$ cat src/acr_cfg.svh
// constants for the accumulator config latch and id register block
// assumes a 32-bit axi4-lite slave, byte addresses = index * 4
`ifndef ACR_CFG_SVH
`define ACR_CFG_SVH

// ------------------------------------------------------------
// register indices (printed offsets) and bus address width
// ------------------------------------------------------------
`define ACR_IDX_STAGE      8'h25
`define ACR_IDX_ACTIVE     8'h4A
`define ACR_IDX_LATCHED    8'h4B
`define ACR_IDX_PRODUCT    8'hFD
`define ACR_IDX_MAKER      8'hFE
`define ACR_IDX_REVISION   8'hFF
`define ACR_IDX_SNAPSHOT   8'h80
`define ACR_IDX_STATUS     8'h81
`define ACR_ADDR_W         10

// ------------------------------------------------------------
// field positions and reset values
// ------------------------------------------------------------
`define ACR_CH_COUNT       4
`define ACR_SRC_W          2
`define ACR_CFG_RESET      8'h00
`define ACR_SNAP_VAR_W     2

// ------------------------------------------------------------
// identification values (arbitrary neutral values)
// ------------------------------------------------------------
`define ACR_PRODUCT_CODE   8'hA5
`define ACR_MAKER_CODE     8'h3C
`define ACR_REVISION_CODE  8'h01

// ------------------------------------------------------------
// timing: results valid 1 ms after snapshot, clock 20 MHz
// ------------------------------------------------------------
`define ACR_CLK_HZ         20000000
`define ACR_VALID_DELAY_US 1000
`define ACR_VALID_CYCLES   ((`ACR_CLK_HZ / 1000000) * `ACR_VALID_DELAY_US)

// ------------------------------------------------------------
// axi response codes
// ------------------------------------------------------------
`define ACR_RESP_OKAY      2'h0
`define ACR_RESP_SLVERR    2'h2
`define ACR_RESP_DECERR    2'h3

`endif

$ cat src/acr_pkg.sv
// types for the accumulator config latch and id register block
// assumes acr_cfg.svh supplies the numeric constants
`include "acr_cfg.svh"

package acr_pkg;

   // per-channel accumulator source code
   typedef enum logic [1:0] {
      ACR_SRC_POWER = 2'b00,
      ACR_SRC_SHUNT = 2'b01,
      ACR_SRC_RAIL  = 2'b10,
      ACR_SRC_RSVD  = 2'b11
   } acr_src_t;

   // bus write channel state
   typedef enum logic [1:0] {
      ACR_WR_IDLE = 2'b00,
      ACR_WR_RESP = 2'b01
   } acr_wr_state_t;

   // read channel state
   typedef enum logic [1:0] {
      ACR_RD_IDLE = 2'b00,
      ACR_RD_DATA = 2'b01
   } acr_rd_state_t;

endpackage

$ cat src/acr_reg_if.sv
// register access strobes between the bus slave and the register core
// assumes single clock, strobes are one-cycle pulses
`timescale 1ns/10ps
`default_nettype none

interface acr_reg_if;
   logic       wr_en;    // write strobe
   logic [7:0] wr_idx;   // register index
   logic [7:0] wr_data;  // write data, low byte
   logic       wr_ok;    // index accepted for write
   logic       rd_en;    // read strobe
   logic [7:0] rd_idx;   // register index
   logic [7:0] rd_data;  // read data, combinational
   logic       rd_ok;    // index is mapped

   modport bus (output wr_en, wr_idx, wr_data, rd_en, rd_idx,
                input  wr_ok, rd_data, rd_ok);
   modport core (input  wr_en, wr_idx, wr_data, rd_en, rd_idx,
                 output wr_ok, rd_data, rd_ok);
endinterface

`default_nettype wire

$ cat src/acr_axil_slave.sv
// axi4-lite slave turning bus accesses into register strobes
// assumes one outstanding write and one outstanding read
`timescale 1ns/10ps
`default_nettype none
`include "acr_cfg.svh"

module acr_axil_slave (
   input  wire logic                   clk_i,      // core clock
   input  wire logic                   rst_i,      // async reset, high
   input  wire logic [`ACR_ADDR_W-1:0] awaddr_i,   // write address
   input  wire logic                   awvalid_i,  // write address valid
   output logic                        awready_o,  // write address ready
   input  wire logic [31:0]            wdata_i,    // write data
   input  wire logic [3:0]             wstrb_i,    // byte enables
   input  wire logic                   wvalid_i,   // write data valid
   output logic                        wready_o,   // write data ready
   output logic [1:0]                  bresp_o,    // write response
   output logic                        bvalid_o,   // response valid
   input  wire logic                   bready_i,   // response ready
   input  wire logic [`ACR_ADDR_W-1:0] araddr_i,   // read address
   input  wire logic                   arvalid_i,  // read address valid
   output logic                        arready_o,  // read address ready
   output logic [31:0]                 rdata_o,    // read data
   output logic [1:0]                  rresp_o,    // read response
   output logic                        rvalid_o,   // read valid
   input  wire logic                   rready_i,   // read ready
   acr_reg_if.bus                      regs        // register strobes
);

   logic                   aw_held_q;
   logic [`ACR_ADDR_W-1:0] aw_addr_q;
   logic                   w_held_q;
   logic [7:0]             w_data_q;
   logic                   w_lane0_q;
   acr_pkg::acr_wr_state_t wr_state_q;
   acr_pkg::acr_rd_state_t rd_state_q;
   logic                   do_write;

   // ------------------------------------------------------------
   // write path: address and data caught in either order
   // ------------------------------------------------------------
   assign awready_o = (wr_state_q == acr_pkg::ACR_WR_IDLE) && !aw_held_q;
   assign wready_o  = (wr_state_q == acr_pkg::ACR_WR_IDLE) && !w_held_q;
   assign do_write  = aw_held_q && w_held_q && (wr_state_q == acr_pkg::ACR_WR_IDLE);

   // only the low byte lane carries register data
   assign regs.wr_en   = do_write && w_lane0_q;
   assign regs.wr_idx  = aw_addr_q[9:2];
   assign regs.wr_data = w_data_q;

   // address and data holding
   always_ff @(posedge clk_i or posedge rst_i) begin
      if (rst_i) begin
         aw_held_q <= 1'b0;
         aw_addr_q <= '0;
         w_held_q  <= 1'b0;
         w_data_q  <= 8'h00;
         w_lane0_q <= 1'b0;
      end else if (do_write) begin
         aw_held_q <= 1'b0;
         w_held_q  <= 1'b0;
      end else begin
         if (awvalid_i && awready_o) begin
            aw_held_q <= 1'b1;
            aw_addr_q <= awaddr_i;
         end
         if (wvalid_i && wready_o) begin
            w_held_q  <= 1'b1;
            w_data_q  <= wdata_i[7:0];
            w_lane0_q <= wstrb_i[0];
         end
      end
   end

   // write response
   always_ff @(posedge clk_i or posedge rst_i) begin
      if (rst_i) begin
         wr_state_q <= acr_pkg::ACR_WR_IDLE;
         bvalid_o   <= 1'b0;
         bresp_o    <= `ACR_RESP_OKAY;
      end else begin
         case (wr_state_q)
            acr_pkg::ACR_WR_IDLE: begin
               if (do_write) begin
                  wr_state_q <= acr_pkg::ACR_WR_RESP;
                  bvalid_o   <= 1'b1;
                  bresp_o    <= regs.wr_ok ? `ACR_RESP_OKAY : `ACR_RESP_DECERR;
               end
            end
            acr_pkg::ACR_WR_RESP: begin
               if (bready_i) begin
                  wr_state_q <= acr_pkg::ACR_WR_IDLE;
                  bvalid_o   <= 1'b0;
               end
            end
            default: begin
               wr_state_q <= acr_pkg::ACR_WR_IDLE;
               bvalid_o   <= 1'b0;
            end
         endcase
      end
   end

   // ------------------------------------------------------------
   // read path: data registered one cycle after the address
   // ------------------------------------------------------------
   assign arready_o   = (rd_state_q == acr_pkg::ACR_RD_IDLE);
   assign regs.rd_en  = arvalid_i && arready_o;
   assign regs.rd_idx = araddr_i[9:2];

   always_ff @(posedge clk_i or posedge rst_i) begin
      if (rst_i) begin
         rd_state_q <= acr_pkg::ACR_RD_IDLE;
         rvalid_o   <= 1'b0;
         rdata_o    <= 32'h0000_0000;
         rresp_o    <= `ACR_RESP_OKAY;
      end else begin
         case (rd_state_q)
            acr_pkg::ACR_RD_IDLE: begin
               if (regs.rd_en) begin
                  rd_state_q <= acr_pkg::ACR_RD_DATA;
                  rvalid_o   <= 1'b1;
                  rdata_o    <= regs.rd_ok ? {24'h00_0000, regs.rd_data} : 32'h0000_0000;
                  rresp_o    <= regs.rd_ok ? `ACR_RESP_OKAY : `ACR_RESP_DECERR;
               end
            end
            acr_pkg::ACR_RD_DATA: begin
               if (rready_i) begin
                  rd_state_q <= acr_pkg::ACR_RD_IDLE;
                  rvalid_o   <= 1'b0;
               end
            end
            default: begin
               rd_state_q <= acr_pkg::ACR_RD_IDLE;
               rvalid_o   <= 1'b0;
            end
         endcase
      end
   end

endmodule

`default_nettype wire

$ cat src/acr_top.sv
// accumulator source configuration latch and identification registers
// assumes axi4-lite master, one write and one read outstanding at most
//
// Behaviour
// - every snapshot variant copies the settings in force into the latched register
// - staged settings take effect only on a snapshot; active register shows them
// - latched settings match result data, valid 1 ms after a snapshot
// - latched byte: ch1 bits 7-6, ch2 5-4, ch3 3-2, ch4 1-0
// - source code 00 power, 01 shunt voltage, 10 rail voltage
// - reserved code 11 reads back as zero
// - latched register is all zero after reset
// - read-only product code register at index FD
// - read-only maker code register at index FE
// - read-only die revision register at index FF
//
// The AXI4-Lite register port is this design's own decision.
`timescale 1ns/10ps
`default_nettype none
`include "acr_cfg.svh"

module acr_top #(
   parameter int unsigned VALID_CYCLES = `ACR_VALID_CYCLES  // result-valid wait
) (
   input  wire logic                   CORE_CLK_I,       // core clock, 20 MHz
   input  wire logic                   RESET_I,          // async reset, high
   input  wire logic [`ACR_ADDR_W-1:0] S_AXI_AWADDR_I,   // write address
   input  wire logic                   S_AXI_AWVALID_I,  // write address valid
   output logic                        S_AXI_AWREADY_O,  // write address ready
   input  wire logic [31:0]            S_AXI_WDATA_I,    // write data
   input  wire logic [3:0]             S_AXI_WSTRB_I,    // byte enables
   input  wire logic                   S_AXI_WVALID_I,   // write data valid
   output logic                        S_AXI_WREADY_O,   // write data ready
   output logic [1:0]                  S_AXI_BRESP_O,    // write response
   output logic                        S_AXI_BVALID_O,   // write response valid
   input  wire logic                   S_AXI_BREADY_I,   // write response ready
   input  wire logic [`ACR_ADDR_W-1:0] S_AXI_ARADDR_I,   // read address
   input  wire logic                   S_AXI_ARVALID_I,  // read address valid
   output logic                        S_AXI_ARREADY_O,  // read address ready
   output logic [31:0]                 S_AXI_RDATA_O,    // read data
   output logic [1:0]                  S_AXI_RRESP_O,    // read response
   output logic                        S_AXI_RVALID_O,   // read valid
   input  wire logic                   S_AXI_RREADY_I,   // read ready
   output logic [7:0]                  ACTIVE_SRC_O,     // settings in force
   output logic                        RESULTS_VALID_O   // latched set valid
);

   acr_reg_if regs ();

   logic [7:0] stage_q;
   logic [7:0] active_q;
   logic [7:0] latched_q;
   logic       snap_pulse;
   logic [1:0] snap_kind_q;
   logic       results_valid;

   // ------------------------------------------------------------
   // decode helpers
   // ------------------------------------------------------------

   // reserved source code collapses to zero on read-back
   function automatic logic [7:0] acr_clean(input logic [7:0] raw);
      logic [7:0] res;
      res = raw;
      for (int i = 0; i < `ACR_CH_COUNT; i++) begin
         if (raw[2*i +: 2] == acr_pkg::ACR_SRC_RSVD) begin
            res[2*i +: 2] = acr_pkg::ACR_SRC_POWER;
         end
      end
      return res;
   endfunction

   // true for the three constant identification indices
   function automatic logic acr_is_ident(input logic [7:0] idx);
      return (idx == `ACR_IDX_PRODUCT) || (idx == `ACR_IDX_MAKER)
          || (idx == `ACR_IDX_REVISION);
   endfunction

   // ------------------------------------------------------------
   // bus slave and result-valid timer
   // ------------------------------------------------------------
   acr_axil_slave u_bus (
      .clk_i     (CORE_CLK_I),
      .rst_i     (RESET_I),
      .awaddr_i  (S_AXI_AWADDR_I),
      .awvalid_i (S_AXI_AWVALID_I),
      .awready_o (S_AXI_AWREADY_O),
      .wdata_i   (S_AXI_WDATA_I),
      .wstrb_i   (S_AXI_WSTRB_I),
      .wvalid_i  (S_AXI_WVALID_I),
      .wready_o  (S_AXI_WREADY_O),
      .bresp_o   (S_AXI_BRESP_O),
      .bvalid_o  (S_AXI_BVALID_O),
      .bready_i  (S_AXI_BREADY_I),
      .araddr_i  (S_AXI_ARADDR_I),
      .arvalid_i (S_AXI_ARVALID_I),
      .arready_o (S_AXI_ARREADY_O),
      .rdata_o   (S_AXI_RDATA_O),
      .rresp_o   (S_AXI_RRESP_O),
      .rvalid_o  (S_AXI_RVALID_O),
      .rready_i  (S_AXI_RREADY_I),
      .regs      (regs.bus)
   );

   // latched set is only trustworthy once the results are
   acr_valid_timer #(
      .VALID_CYCLES (VALID_CYCLES)
   ) u_timer (
      .clk_i   (CORE_CLK_I),
      .rst_i   (RESET_I),
      .start_i (snap_pulse),
      .valid_o (results_valid)
   );

   // ------------------------------------------------------------
   // snapshot command and configuration registers
   // ------------------------------------------------------------

   // any write with byte lane 0 enabled to the snapshot index is a snapshot; data picks the variant
   assign snap_pulse = regs.wr_en && (regs.wr_idx == `ACR_IDX_SNAPSHOT);

   // variant recorded for status only; all variants latch alike
   always_ff @(posedge CORE_CLK_I or posedge RESET_I) begin
      if (RESET_I) begin
         snap_kind_q <= 2'h0;
      end else if (snap_pulse) begin
         snap_kind_q <= regs.wr_data[`ACR_SNAP_VAR_W-1:0];
      end
   end

   // staging register, software owned
   always_ff @(posedge CORE_CLK_I or posedge RESET_I) begin
      if (RESET_I) begin
         stage_q <= `ACR_CFG_RESET;
      end else if (regs.wr_en && regs.wr_idx == `ACR_IDX_STAGE) begin
         stage_q <= regs.wr_data;
      end
   end

   // staged settings go live only on a snapshot
   always_ff @(posedge CORE_CLK_I or posedge RESET_I) begin
      if (RESET_I) begin
         active_q <= `ACR_CFG_RESET;
      end else if (snap_pulse) begin
         active_q <= stage_q;
      end
   end

   // latched copy of what was in force just before the snapshot
   always_ff @(posedge CORE_CLK_I or posedge RESET_I) begin
      if (RESET_I) begin
         latched_q <= `ACR_CFG_RESET;
      end else if (snap_pulse) begin
         latched_q <= active_q;
      end
   end

   // ------------------------------------------------------------
   // write acceptance and read mux
   // ------------------------------------------------------------

   // identification indices answer okay but keep their values
   assign regs.wr_ok = (regs.wr_idx == `ACR_IDX_STAGE)
                    || (regs.wr_idx == `ACR_IDX_SNAPSHOT)
                    || acr_is_ident(regs.wr_idx);

   // read data per index; unmapped indices flagged for a decode error
   always_comb begin
      regs.rd_ok   = 1'b1;
      regs.rd_data = 8'h00;
      case (regs.rd_idx)
         `ACR_IDX_STAGE:    regs.rd_data = acr_clean(stage_q);
         `ACR_IDX_ACTIVE:   regs.rd_data = acr_clean(active_q);
         `ACR_IDX_LATCHED:  regs.rd_data = acr_clean(latched_q);
         `ACR_IDX_PRODUCT:  regs.rd_data = `ACR_PRODUCT_CODE;
         `ACR_IDX_MAKER:    regs.rd_data = `ACR_MAKER_CODE;
         `ACR_IDX_REVISION: regs.rd_data = `ACR_REVISION_CODE;
         `ACR_IDX_STATUS:   regs.rd_data = {5'h00, snap_kind_q, results_valid};
         default:           regs.rd_ok   = 1'b0;
      endcase
   end

   // ------------------------------------------------------------
   // outputs
   // ------------------------------------------------------------
   assign ACTIVE_SRC_O    = active_q;
   assign RESULTS_VALID_O = results_valid;

endmodule

`default_nettype wire

$ cat src/acr_valid_timer.sv
// counts out the result-valid delay after each snapshot
// assumes a restart pulse of one cycle; a new snapshot restarts the wait
`timescale 1ns/10ps
`default_nettype none

module acr_valid_timer #(
   parameter int unsigned VALID_CYCLES = 20000  // cycles until results valid
) (
   input  wire logic clk_i,     // core clock
   input  wire logic rst_i,     // async reset, high
   input  wire logic start_i,   // snapshot taken
   output logic      valid_o    // results and latched config valid
);

   logic [31:0] count_q;

   // count down; valid once the wait is over
   always_ff @(posedge clk_i or posedge rst_i) begin
      if (rst_i) begin
         count_q <= 32'h0000_0000;
      end else if (start_i) begin
         count_q <= VALID_CYCLES[31:0];
      end else if (count_q != 32'h0000_0000) begin
         count_q <= count_q - 32'h0000_0001;
      end
   end

   // registered so the output carries no decode glitch
   always_ff @(posedge clk_i or posedge rst_i) begin
      if (rst_i) begin
         valid_o <= 1'b0;
      end else begin
         valid_o <= !start_i && (count_q == 32'h0000_0001 || (valid_o && count_q == 32'h0000_0000));
      end
   end

endmodule

`default_nettype wire

$ cat config.mk
export PLATFORM = sky130hd
export DESIGN_NAME = acr_top
export DESIGN_NICKNAME = d
export VERILOG_FILES = /design/src/acr_pkg.sv /design/src/acr_reg_if.sv /design/src/acr_axil_slave.sv /design/src/acr_top.sv /design/src/acr_valid_timer.sv
export VERILOG_INCLUDE_DIRS = /design/src
export SDC_FILE = /design/constraint.sdc
export NUM_CORES = 1
export LEC_CHECK = 0
export BUFFER_PORTS_ARGS = -buffer_cell sky130_fd_sc_hd__buf_2
export CAP_MARGIN = 10
export CORE_ASPECT_RATIO = 1.25
export CORE_MARGIN = 1
export CORE_UTILIZATION = 53
export DETAILED_ROUTE_END_ITERATION = 8
export PLACE_DENSITY = 0.87
export RECOVER_POWER = 25
export SKIP_LAST_GASP = 1
export SYNTH_ARGS = -nofsm -noshare
export SYNTH_HDL_FRONTEND = slang
export SYNTH_SLANG_ARGS = --single-unit
$ cat constraint.sdc
create_clock -name CORE_CLK_I -period 4.1 [get_ports CORE_CLK_I]
set_input_delay 0.82 -clock CORE_CLK_I [delete_from_list [all_inputs] [get_ports CORE_CLK_I]]
set_output_delay 0.82 -clock CORE_CLK_I [all_outputs]
set_load 0.02 [all_outputs]
==> metrics.json <==
{
  "clk_latency_ns": 0.37,
  "design.core.area_um2": 8240,
  "power.leakage_nw": 2.29,
  "number_of_design_rule_violations_left_after_detail_routing": 0,
  "final_nets": 582,
  "length_of_routed_wiring_on_met1_mm": 3.96,
  "maxCapViolCount": 1,
  "antenna_violations_before_repair": 0,
  "fillCellCount": 666,
  "gp_routability_congestion": 0.848,
  "number_of_iterations_in_the_first_detailed_routing_pass": 7,
  "synth_area_um2": 4530,
  "cts.sink_count": 90,
  "synth_cells": 464,
  "overflow": 0,
  "highest_net_fanout_along_the_worst_path": 18,
  "drive_above_1_share_pct": 21.1,
  "timing.critical_path.arrival_ns": 2.93,
  "final_hold_viol_count": 0,
  "ff2ff_path_depth": 5,
  "yosys_most_used_dff": "sky130_fd_sc_hd__dfrtp_1",
  "outcome": "complete, but fails checks",
  "ys_warn_count": 0,
  "cts_tree": "built",
  "grt_max_degree": 64,
  "worst_slew_pin_slew_ns": 2.68,
  "ctsHoldBuffers": 0,
  "first_iter_violations": 273,
  "vias": 3670,
  "worstSetupEndpointType": "flop",
  "floorplan.die.width_um": 84.7,
  "buffer_ports.inserted": 57,
  "min_path_cells": 2,
  "timing.hold.worst.class": "flop to flop",
  "sequential_cell_area_fraction_in_the_yosys_report_pct": 49.8,
  "ys_top_cells_by_area": "sky130_fd_sc_hd__dfrtp_1 (50%), sky130_fd_sc_hd__nand2_1 (5.9%), sky130_fd_sc_hd__mux2_2 (4.7%)",
  "number_of_flops_mapped_to_enable_cells_by_yosys": 0,
  "portion_of_synthesized_cell_area_occupied_by_the_leading_cell_type_pct": 49.8,
  "synth.avg_cell_area_um2": 9.75,
  "vdd_drop_max_uv": 365,
  "clock_tree.root_cell": "sky130_fd_sc_hd__clkbuf_8",
  "fp.dieArea_um2": 8910,
  "hpwl_mm": 6.48,
  "final-setup-viol-count": 0,
  "detailroute.wirelength.met3_um": 487,
  "max-clock-path-buffers": 2,
  "slew_headroom_pct": -79.3,
  "io_pins": 113,
  "fin_worst_skew_ns": 0.0102,
  "cts_bufs_inserted": 9,
  "maxUsedRoutingLayer": "met4",
  "rsz0062_at_grt": "no",
  "met2RoutedLength_mm": 4.76,
  "power.density_cell_area_nw_per_um2": 605,
  "timing.setup.critical_path_class": "flop to flop",
  "post_cts_resized": 0,
  "synth_top_cells_by_count": "sky130_fd_sc_hd__dfrtp_1 (90), sky130_fd_sc_hd__nand2_1 (71), sky130_fd_sc_hd__nor2_1 (27)",
  "postSynth.asyncResetShare_pct": 100,
  "clk_pin_slew_ns": 0.10,
  "slew_limit_fails": 64,
  "worst_slack_ns": 1.46,
  "average_wire_per_cell_in_the_routed_design_um": 15.1,
  "period_minus_slack_ns": 2.64,
  "postRouteWirelength_mm": 9.36,
  "period_share_pct": 64.3,
  "initial_utilization_pct": 54.9,
  "antenna_cells": 0,
  "yosys.area.top_type": "sky130_fd_sc_hd__dfrtp_1",
  "cts-htree-levels": 3,
  "preCtsSetupSlack_ns": 1.38,
  "gr-usage-all-layers_pct": 21.9,
  "postSynthRegisterBits": 90,
  "worstSetupStartpointType": "flop",
  "vias_per_cell": 5.93,
  "first_global_vias": 3611,
  "post-synth-top-count-cell": "sky130_fd_sc_hd__dfrtp_1",
  "rows": 37,
  "totalNegativeSetupSlack_ns": 0,
  "postCtsSetupRepairBufs": 0,
  "area.growth.synth_to_final_pct": 10.9,
  "synth_cell_types": 55,
  "floorplan.die.height_um": 105,
  "failed_checks": "capacitance limit, slew limit",
  "grt_pass1_wl_mm": 15.7,
  "worstPathRequired_ns": 4.39,
  "detail-route-antenna-nets": 0,
  "max_freq_mhz": 380
}
==> critical path, stage by stage, from the launching register on <==
cell and delay, ns:
sky130_fd_sc_hd__dfrtp_1 0.43, sky130_fd_sc_hd__or4_1 0.63, sky130_fd_sc_hd__nor3_2 0.49, sky130_fd_sc_hd__a41o_1 0.66
sky130_fd_sc_hd__o21ai_0 0.18, sky130_fd_sc_hd__a21oi_1 0.16
==> cell type report <==
class	count	area (um2)	share of cell area [%]
Clock buffer	9	124	2.47
Inverter	16	61.3	1.22
Clock inverter	7	86.3	1.72
Timing Repair Buffer	62	322	6.41
Tap cell	97	121	2.42
Sequential cell	90	2250	44.9
Multi-Input combinational cell	338	2050	40.9
==> cells by family (layout without fill, tap and decap cells) <==
group / Yosys count / after routing / synth area share [%]
and+or+nand+nor: 194 / 194 / 23.1
AOI/OAI and AO/OA: 91 / 91 / 13.0
DFF: 90 / 90 / 49.8
buffers and inverters: 59 / 94 / 7.11
muxes: 21 / 21 / 5.17
xor gates and xnor gates: 6 / 6 / 1.16
adders and majority gates: 2 / 2 / 0.553
other: 1 / 24 / 0.0829
==> power breakdown <==
part / leakage, nW / internal, mW / switching, mW / total (mW)
combinational: 1.02 / 0.413 / 0.602 / 1.01
clock: 0.104 / 0.294 / 0.351 / 0.645
sequential: 1.16 / 1.15 / 0.230 / 1.38
total: 2.29 / 1.85 / 1.18 / 3.04
==> stage by stage <==
stage	std cells	util, %	cell area, um2	hold WS (ns)	power (mW)
final	619	60.9	5020	0.492	3.04
after global routing	619	60.9	5020	0.502	3.22
after CTS	619	60.9	5020	0.485	3.03
after detailed placement	603	58.4	4810	0.465	2.39
after global placement	603	58.4	4810	0.461	2.32
after floorplan	487	-	4610	0.446	2.14
==> metal layers <==
layer / vias up / GRT usage [%]
li1: 1743 / -
met1: 1780 / 26.2
met2: 128 / 38.4
met3: 19 / 3.99
met4: 0 / 9.69
met5: - / 0
==> sequential cells by signal (all words and copies together) (netlist names) <==
name                count
u_timer.valid_o         1
u_bus.aw_addr_q         8
u_bus.aw_held_q         1
ACTIVE_SRC_O            8
u_bus.rresp_o           1
stage_q                 8
u_bus.rvalid_o          1
snap_kind_q             2
u_bus.regs.wr_data      8
u_bus.w_lane0_q         1
u_bus.w_held_q          1
u_bus.bresp_o           1
u_bus.bvalid_o          1
latched_q               8
u_timer.count_q        32
u_bus.rdata_o           8
==> placed cells by master, fill, tap and decap left out, types with 4 or more instances in the layout <==
| master | netlist | final |
|---|---|---|
| sky130_fd_sc_hd__nand2_1 | 71 | 71 |
| sky130_fd_sc_hd__buf_2 | 2 | 56 |
| sky130_fd_sc_hd__inv_1 | 15 | 14 |
| sky130_fd_sc_hd__a21oi_1 | 20 | 20 |
| sky130_fd_sc_hd__mux2_2 | 19 | 19 |
| sky130_fd_sc_hd__o31ai_1 | 8 | 8 |
| sky130_fd_sc_hd__nor2_1 | 27 | 27 |
| sky130_fd_sc_hd__o21ai_1 | 4 | 4 |
| sky130_fd_sc_hd__buf_4 | 26 | 5 |
| sky130_fd_sc_hd__dfrtp_1 | 90 | 90 |
| sky130_fd_sc_hd__or3_1 | 14 | 14 |
| sky130_fd_sc_hd__or4_1 | 13 | 13 |
| sky130_fd_sc_hd__nand3_1 | 8 | 8 |
| sky130_fd_sc_hd__nor3_1 | 9 | 9 |
| sky130_fd_sc_hd__nand2b_1 | 4 | 4 |
| sky130_fd_sc_hd__nand4_1 | 5 | 5 |
| sky130_fd_sc_hd__clkbuf_8 | 0 | 9 |
| sky130_fd_sc_hd__a31oi_1 | 7 | 7 |
| sky130_fd_sc_hd__conb_1 | 1 | 24 |
| sky130_fd_sc_hd__o21ai_0 | 22 | 22 |
| sky130_fd_sc_hd__nand3b_1 | 13 | 13 |
| sky130_fd_sc_hd__nor4_1 | 7 | 6 |
| sky130_fd_sc_hd__a32oi_1 | 5 | 5 |
==> path summary, 6_finish.rpt <==
kind                                            start             endpoint  slack [ns]
worst max-delay path              u_timer.count_q[26]  u_timer.count_q[21]        1.46
worst min-delay path            u_bus.regs.wr_data[3]           stage_q[3]        0.49
worst max register to register    u_timer.count_q[26]  u_timer.count_q[21]        1.46
worst min register to register  u_bus.regs.wr_data[3]           stage_q[3]        0.49
max in group asynchronous                     RESET_I         latched_q[1]        1.60
min in group asynchronous                     RESET_I       snap_kind_q[1]        1.20
Note: power is estimated with default switching activity, not from simulation.
